$ cat src/clk_sel_consts.vh
// constants for the pwm and system clock select block
`ifndef CLK_SEL_CONSTS_VH
`define CLK_SEL_CONSTS_VH

// ----------------------------------------
// register map
// ----------------------------------------
`define RMCC_ADDR          12'h060
`define RMCC_RESET         32'h078E3AD1

// ----------------------------------------
// field positions
// ----------------------------------------
`define SYSTEM_CLOCK_DIVISOR_MSB         26
`define SYSTEM_CLOCK_DIVISOR_LSB         23
`define SYSTEM_CLOCK_DIVISOR_USE_BIT     22
`define PWM_DIVISOR_SELECT_EN_BIT      20
`define PWM_DIVISOR_SELECT_MSB         19
`define PWM_DIVISOR_SELECT_LSB         17
`define PLL_PD_BIT         13
`define RSV_ONE_BIT        12
`define BYPASS_BIT         11
`define OSCILLATOR_SOURCE_SELECT_MSB         5
`define OSCILLATOR_SOURCE_SELECT_LSB         4

// ----------------------------------------
// field values
// ----------------------------------------
`define PWM_DIVISOR_SELECT_RESET       3'h7
`define PWM_DIVISOR_SELECT_MAX_SEL     3'h5
`define SYSTEM_CLOCK_DIVISOR_RESET       4'hF
`define OSCILLATOR_SOURCE_SELECT_MAIN        2'h0
`define OSCILLATOR_SOURCE_SELECT_RING        2'h1
`define OSCILLATOR_SOURCE_SELECT_RING_DIV4   2'h2
`define RING_DIV4_LAST     2'h3

`endif

$ cat src/pwm_and_system_clock_select.v
// pwm predivider, pll power-down and system clock source selection
//
// Local design decisions: the register offsets and register access over APB.
`timescale 1ns/100ps
`default_nettype none
`include "clk_sel_consts.vh"

// Functional notes
// - with the pwm predivider enable set, the pwm clock comes from the predivider output.
// - divisor select 0..4 divides by 2,4,8,16,32 and 5..7 by 64, reset 7.
// - the pwm clock uses power-of-two ratios and rises only on a system clock rising edge.
// - the pll power-down bit drives the pll power-down input directly and resets to 1.
// - with bypass set the system clock comes from the selected oscillator source.
// - with bypass clear the system clock is the pll output divided by the system divisor plus one.
// - bits 16:14 and 10 read 0, bit 12 reads 1, and writes to them are ignored.
// - the 4-bit system clock divisor, reset 0xF, selects the divide from pll or oscillator.
// - when the pll is the source the system divider is always applied.
// - oscillator source 0 is the main crystal, 1 the ring (reset), 2 the ring divided by 4.
module pwm_and_system_clock_select (
    input  wire        sys_clk,
    input  wire        srst,
    input  wire        psel,
    input  wire        penable,
    input  wire        pwrite,
    input  wire [11:0] paddr,
    input  wire [31:0] pwdata,
    output wire        pready,
    output reg  [31:0] prdata,
    output wire        pslverr,
    input  wire        main_crystal_clock,
    input  wire        internal_ring_clock,
    input  wire        pll_out_clock,
    output wire        pll_power_down,
    output reg         sys_clk_sel_pll,
    output reg  [1:0]  oscillator_source_select,
    output reg         osc_source_tick,
    output reg  [3:0]  system_clock_divisor,
    output reg         sys_div_tick,
    output reg         pwm_clk_tick
);

// ----------------------------------------
// register fields
// ----------------------------------------
reg        pwm_predivider_enable;
reg  [2:0] pwm_divisor_select;
reg        pll_pd;
reg        bypass;
reg        system_divider_use;
reg  [3:0] system_clock_divisor_q;
reg  [1:0] osc_q;
reg  [5:0] pwm_cnt;
reg  [3:0] sys_cnt;
reg  [1:0] ring_cnt;
reg  [31:0] rd_word;
reg  [31:0] pwm_mask;
reg        div_active;
reg        osc_raw;
reg        src_tick;

// ----------------------------------------
// apb decode
// ----------------------------------------
wire       hit;
wire       wr_take;
wire       rd_setup;
assign hit      = (paddr == `RMCC_ADDR);
assign wr_take  = psel & penable & pwrite & hit;
assign rd_setup = psel & ~penable & ~pwrite & hit;

// zero-wait slave, unmapped addresses answer with an error
assign pready  = 1'b1;
assign pslverr = psel & penable & ~hit;
assign pll_power_down = pll_pd;

// ----------------------------------------
// mask for the power-of-two divide
// ----------------------------------------
function [31:0] pwm_mask_of;
    input [2:0] sel;
    begin
        if (sel >= `PWM_DIVISOR_SELECT_MAX_SEL) begin
            pwm_mask_of = 32'h0000003F;
        end else begin
            pwm_mask_of = (32'h00000002 << sel) - 32'h00000001;
        end
    end
endfunction

// ----------------------------------------
// control fields, one flop group per field
// ----------------------------------------
// reserved bits have no storage, so writes to them vanish
always @(posedge sys_clk) begin
    if (srst) begin
        pwm_predivider_enable <= 1'b0;
    end else if (wr_take) begin
        pwm_predivider_enable <= pwdata[`PWM_DIVISOR_SELECT_EN_BIT];
    end
end

always @(posedge sys_clk) begin
    if (srst) begin
        pwm_divisor_select <= `PWM_DIVISOR_SELECT_RESET;
    end else if (wr_take) begin
        pwm_divisor_select <= pwdata[`PWM_DIVISOR_SELECT_MSB:`PWM_DIVISOR_SELECT_LSB];
    end
end

// pll stays powered down until software clears it
always @(posedge sys_clk) begin
    if (srst) begin
        pll_pd <= 1'b1;
    end else if (wr_take) begin
        pll_pd <= pwdata[`PLL_PD_BIT];
    end
end

// the oscillator drives the system out of reset
always @(posedge sys_clk) begin
    if (srst) begin
        bypass <= 1'b1;
    end else if (wr_take) begin
        bypass <= pwdata[`BYPASS_BIT];
    end
end

always @(posedge sys_clk) begin
    if (srst) begin
        system_divider_use <= 1'b0;
    end else if (wr_take) begin
        system_divider_use <= pwdata[`SYSTEM_CLOCK_DIVISOR_USE_BIT];
    end
end

always @(posedge sys_clk) begin
    if (srst) begin
        system_clock_divisor_q <= `SYSTEM_CLOCK_DIVISOR_RESET;
    end else if (wr_take) begin
        system_clock_divisor_q <= pwdata[`SYSTEM_CLOCK_DIVISOR_MSB:`SYSTEM_CLOCK_DIVISOR_LSB];
    end
end

always @(posedge sys_clk) begin
    if (srst) begin
        osc_q <= `OSCILLATOR_SOURCE_SELECT_RING;
    end else if (wr_take) begin
        osc_q <= pwdata[`OSCILLATOR_SOURCE_SELECT_MSB:`OSCILLATOR_SOURCE_SELECT_LSB];
    end
end

// ----------------------------------------
// read path
// ----------------------------------------
always @* begin
    // unimplemented fields read as zero, apart from bit 12
    rd_word = 32'h00000000;
    rd_word[`SYSTEM_CLOCK_DIVISOR_MSB:`SYSTEM_CLOCK_DIVISOR_LSB] = system_clock_divisor_q;
    rd_word[`SYSTEM_CLOCK_DIVISOR_USE_BIT]         = system_divider_use;
    rd_word[`PWM_DIVISOR_SELECT_EN_BIT]          = pwm_predivider_enable;
    rd_word[`PWM_DIVISOR_SELECT_MSB:`PWM_DIVISOR_SELECT_LSB] = pwm_divisor_select;
    rd_word[`PLL_PD_BIT]             = pll_pd;
    rd_word[`RSV_ONE_BIT]            = 1'b1;
    rd_word[`BYPASS_BIT]             = bypass;
    rd_word[`OSCILLATOR_SOURCE_SELECT_MSB:`OSCILLATOR_SOURCE_SELECT_LSB] = osc_q;
end

always @(posedge sys_clk) begin
    if (srst) begin
        prdata <= 32'h00000000;
    end else if (rd_setup) begin
        prdata <= rd_word;
    end else if (psel & ~penable) begin
        prdata <= 32'h00000000;
    end
end

// ----------------------------------------
// pwm predivider
// ----------------------------------------
always @* begin
    pwm_mask = pwm_mask_of(pwm_divisor_select);
end

// free counter, so every tick lands on a system clock edge
// a divisor change may give one short period, the counter is cleared only by reset
always @(posedge sys_clk) begin
    if (srst) begin
        pwm_cnt <= 6'h00;
    end else begin
        pwm_cnt <= pwm_cnt + 6'h01;
    end
end

always @(posedge sys_clk) begin
    if (srst) begin
        pwm_clk_tick <= 1'b0;
    end else if (pwm_predivider_enable) begin
        pwm_clk_tick <= ((pwm_cnt & pwm_mask[5:0]) == pwm_mask[5:0]);
    end else begin
        pwm_clk_tick <= 1'b1;
    end
end

// ----------------------------------------
// system clock source and divider
// ----------------------------------------
always @* begin
    // the pll path always divides, the divider-use bit only matters in bypass
    div_active = ~bypass | system_divider_use;
end

// counts ring ticks, not system clocks, so the quarter rate holds
always @(posedge sys_clk) begin
    if (srst) begin
        ring_cnt <= 2'h0;
    end else if (internal_ring_clock) begin
        ring_cnt <= ring_cnt + 2'h1;
    end
end

always @* begin
    case (osc_q)
        `OSCILLATOR_SOURCE_SELECT_MAIN: begin
            osc_raw = main_crystal_clock;
        end
        `OSCILLATOR_SOURCE_SELECT_RING: begin
            osc_raw = internal_ring_clock;
        end
        `OSCILLATOR_SOURCE_SELECT_RING_DIV4: begin
            // one ring tick in four
            osc_raw = internal_ring_clock & (ring_cnt == `RING_DIV4_LAST);
        end
        default: begin
            // code 3 is unused and falls back to the plain ring
            osc_raw = internal_ring_clock;
        end
    endcase
end

// sources are treated as tick enables sampled on sys_clk
always @(posedge sys_clk) begin
    if (srst) begin
        sys_clk_sel_pll <= 1'b0;
    end else begin
        sys_clk_sel_pll <= ~bypass;
    end
end

always @(posedge sys_clk) begin
    if (srst) begin
        oscillator_source_select <= `OSCILLATOR_SOURCE_SELECT_RING;
    end else begin
        oscillator_source_select <= osc_q;
    end
end

always @(posedge sys_clk) begin
    if (srst) begin
        system_clock_divisor <= `SYSTEM_CLOCK_DIVISOR_RESET;
    end else begin
        system_clock_divisor <= system_clock_divisor_q;
    end
end

always @(posedge sys_clk) begin
    if (srst) begin
        osc_source_tick <= 1'b0;
    end else begin
        osc_source_tick <= osc_raw;
    end
end

// ----------------------------------------
// system divider
// ----------------------------------------
always @* begin
    if (bypass) begin
        src_tick = osc_raw;
    end else begin
        src_tick = pll_out_clock;
    end
end

always @(posedge sys_clk) begin
    if (srst) begin
        sys_cnt      <= 4'h0;
        sys_div_tick <= 1'b0;
    end else if (src_tick) begin
        if (!div_active || sys_cnt >= system_clock_divisor_q) begin
            sys_cnt      <= 4'h0;
            sys_div_tick <= 1'b1;
        end else begin
            sys_cnt      <= sys_cnt + 4'h1;
            sys_div_tick <= 1'b0;
        end
    end else begin
        sys_div_tick <= 1'b0;
    end
end

endmodule // pwm_and_system_clock_select
`default_nettype wire

$ cat config.mk
export PLATFORM = sky130hd
export DESIGN_NAME = pwm_and_system_clock_select
export DESIGN_NICKNAME = d
export VERILOG_FILES = /design/src/pwm_and_system_clock_select.v
export VERILOG_INCLUDE_DIRS = /design/src
export SDC_FILE = /design/constraint.sdc
export NUM_CORES = 1
export LEC_CHECK = 0
export BUFFER_PORTS_ARGS = -buffer_cell sky130_fd_sc_hd__buf_2
export CAP_MARGIN = 20
export CORE_ASPECT_RATIO = 0.7
export CORE_MARGIN = 1.5
export CORE_UTILIZATION = 25
export CTS_BUF_LIST = sky130_fd_sc_hd__clkbuf_2
export CTS_CLUSTER_DIAMETER = 150
export CTS_CLUSTER_SIZE = 30
export DETAILED_ROUTE_END_ITERATION = 12
export GPL_ROUTABILITY_DRIVEN = 0
export HOLD_SLACK_MARGIN = 0.03
export SLEW_MARGIN = 15
export SYNTH_ARGS = -nofsm -noshare
export SYNTH_HDL_FRONTEND = slang
export SYNTH_SLANG_ARGS = --single-unit
$ cat constraint.sdc
create_clock -name sys_clk -period 3.8 [get_ports sys_clk]
set_clock_uncertainty 0.1 [all_clocks]
set_input_delay 0.38 -clock sys_clk [delete_from_list [all_inputs] [get_ports sys_clk]]
set_output_delay 0.38 -clock sys_clk [all_outputs]
set_load 0.02 [all_outputs]
==> impl_metrics.csv <==
group,metric,value,unit
status,outcome,"finished, final reports clean",
timing,setup_violations,0,
timing,fin_crit_sh,49.6,%
timing,fmax,0.530,GHz
clocking,worstSkewPairLatency,0.41,ns
synth,syn_area,2110,µm²
layout,n_fill_cell,864,
layout,final_cell_area,2450,µm²
synth,yosysSeqAreaShare,46.5,%
timing,min_period,1.89,ns
synth,synth.distinct_cells,37,
pwr,powerDensity,326,nW/µm²
worst_setup_path,cpPeakStageDelay,0.42,ns
worst_hold_path,hold_end,"pwm_predivider_enable",
routing,ant_nets,0,
worst_setup_path,crit_path_end_kind,"flip-flop",
global_routing,grt-ovfl-total,0,
global_routing,grt_pass1_vias,1508,
synth,synth_area_leaders,"dfxtp_1 (46%), buf_4 (7.1%), a22o_1 (5.0%)",
pwr,power,0.000798,W
timing,worst_pin_slew,0.892,ns
timing,hold_violations,0,
pwr,p_sw,0.000208,W
global_routing,antenna_found_initial,0,
worst_setup_path,crit_path_max_fanout,7,
synth,synth-seq-cells,49,
timing,relSlewSlack,40.5,%
pwr,ir_worst_vdd,0.000132,V
timing,hold_ws,0.0959,ns
timing,rsz0062_at_grt,"false",
layout,num_antenna_cells,0,
floorplanning,ios,97,
worst_setup_path,required,4.04,ns
layout,fin_util,30.5,%
pwr,switching_share,26.0,%
clocking,cts_buffers,5,
clocking,clkTransAtPathRegs,0.23,ns
clocking,cts_setup_buffers,0,
synth,netlist_instances,213,
pwr,intPower,0.000590,W
worst_hold_path,holdPathStages,3,
synth,yosysTopAreaCell,"dfxtp_1",
synth,synth_most_common_cell,"dfxtp_1",
synth,synthArstFlopShare,0,%
place,port_buffers,58,
pwr,p_leak,1.11,nW
worst_hold_path,hold_start,"pwdata[20]",
worst_setup_path,crit_slowest_cell,"dfxtp_1",
global_routing,grt_pass1_wl,7210,µm
layout,layout.nets,329,
clocking,h-tree-depth,2,
routing,drtPass1Iterations,4,
floorplanning,die_width,113,µm
routing,routedWlPerCell,11.7,µm
routing,vias,1592,
clocking,cts_tree,"done",
clocking,cts.sinks,49,
clocking,root_buffer,"clkbuf_2",
layout,syn2layout_area_growth,16.1,%
clocking,cts_resized,0,
worst_setup_path,r2r_setup_slack,1.91,ns
timing,tns,0,ns
place,hpwl,3100,µm
place,place_area,2390,µm²
run,maxCapViolCount,0,
worst_setup_path,worstPathArrival,2.13,ns
pwr,comb_power_share,9.2,%
routing,vias_per_cell,4.29,
global_routing,track_usage,10.3,%
pwr,pwr-share-clk,24.8,%
synth,synth_ff_type,"dfxtp_1",
floorplanning,rows,27,
layout,drive_above_1_share,30.0,%
routing,drc,0,
routing,wl,4360,µm
timing,slew_violations,0,
synth,synth_edf_count,0,
clocking,clock_path_buffers,2,
floorplanning,core_area,8040,µm²
worst_setup_path,rr_endpoint,"sys_cnt[2]",
pwr,sequentialPowerShare,66.0,%
worst_setup_path,r2r-start,"sys_cnt[0]",
synth,synth_top_area_share,46.5,%
routing,drt-initial-drc-count,96,
floorplanning,die-area,9010,µm²
floorplanning,start_util,26.3,%
worst_setup_path,cp_cell_sequence,"inv_1, ha_1, nand2b_1, a211oi_1, o21a_1, nand4b_1, a31oi_1",
synth,syn_area_per_cell,9.91,µm²
synth,synth_common_cells,"dfxtp_1 (49), nor2_1 (24), buf_4 (20), a21oi_1 (17), a22o_1 (12)",
worst_setup_path,critical_path_class,"reg2reg",
synth,yosys_warnings,0,
worst_setup_path,start_kind,"flip-flop",
floorplanning,die_height,79.9,µm
global_routing,grt_max_degree,43,
worst_hold_path,hold_path.class,"in2reg",
worst_setup_path,rr_worst_depth,7,
stage by stage:
step,cells,setup slack [ns]
floorplan,230,2.13
global placement,361,1.56
detailed placement,361,1.56
CTS,369,1.91
global route,371,1.78
finish,371,1.91
final cells by class:
type | count | area [µm²] | share of cell area [%]
sequential | 49 | 981 | 40.0
inverter | 11 | 41.3 | 1.69
clock inverter | 1 | 3.75 | 0.153
multi-input combinational | 141 | 940 | 38.4
tap | 101 | 126 | 5.16
timing repair buffer | 62 | 328 | 13.4
clock buffer | 6 | 30.0 | 1.23
cell usage in the layout (no fill, tap or decap), types with 4 or more instances in the layout:
cell / n
a21oi_1: 17
a22o_1: 12
buf_2: 58
clkbuf_2: 6
conb_1: 19
dfxtp_1: 49
ha_1: 7
inv_1: 11
mux2i_1: 4
nand2_1: 4
nand2b_1: 4
nand3_1: 8
nor2_1: 24
nor3_2: 10
power by group through the flow:
stage | clock network (W) | logic (W) | registers (W)
floorplan | 0 | 0.0000562 | 0.000537
global placement | 0 | 0.0000701 | 0.000536
detailed placement | 0 | 0.0000718 | 0.000536
CTS | 0.000215 | 0.0000729 | 0.000527
global route | 0.000238 | 0.0000819 | 0.000529
finish | 0.000198 | 0.0000735 | 0.000527
worst max-delay path: cells and delay by family (launching register included):
family	cells	cell delay [ns]
buf+inv	1	0.08
compound gates	3	0.70
flops	1	0.42
simple gates	2	0.27
fa+ha+maj	1	0.26
state kept, by name, summed over array words and instances (netlist names):
register / cells
prdata: 14
pwm_cnt: 6
sys_cnt: 4
system_clock_divisor: 4
system_clock_divisor_q: 4
pwm_divisor_select: 3
osc_q: 2
oscillator_source_select: 2
ring_cnt: 2
bypass: 1
osc_source_tick: 1
pll_power_down: 1
pwm_clk_tick: 1
pwm_predivider_enable: 1
sys_clk_sel_pll: 1
sys_div_tick: 1
system_divider_use: 1
per-layer routing:
metal  global-route usage, %  share of wire (%)
met5                       0                  0
met3                    4.48                5.5
met2                    16.8                 46
met4                    2.66               0.78
met1                    12.5                 48
logic make-up after synthesis:
group	Yosys count	synth area share [%]
simple gates	66	20.3
flops	49	46.5
compound gates	40	12.7
buf+inv	40	12.0
fa+ha+maj	7	4.15
xor+xnor	5	2.08
mux	4	1.90
other cells	2	0.356
worst max-delay path by stage:
stage | start | endpoint | slack (ns) | cells after the start
5_1_grt | sys_cnt[0] | sys_cnt[3] | 1.78 | 7
4_1_cts | sys_cnt[0] | sys_cnt[2] | 1.91 | 7
6_report | sys_cnt[0] | sys_cnt[2] | 1.91 | 7
3_3_place_gp | paddr[6] | osc_q[1] | 1.56 | 6
3_5_place_dp | paddr[5] | pwm_predivider_enable | 1.56 | 6
2_1_floorplan | paddr[9] | osc_q[0] | 2.13 | 7
repair_timing:
item                                   CTS  global route
hold buffers                             1             2
setup endpoints to repair                0             0
endpoints found under the hold margin    1             2
Power figures use the tool's default switching activity.
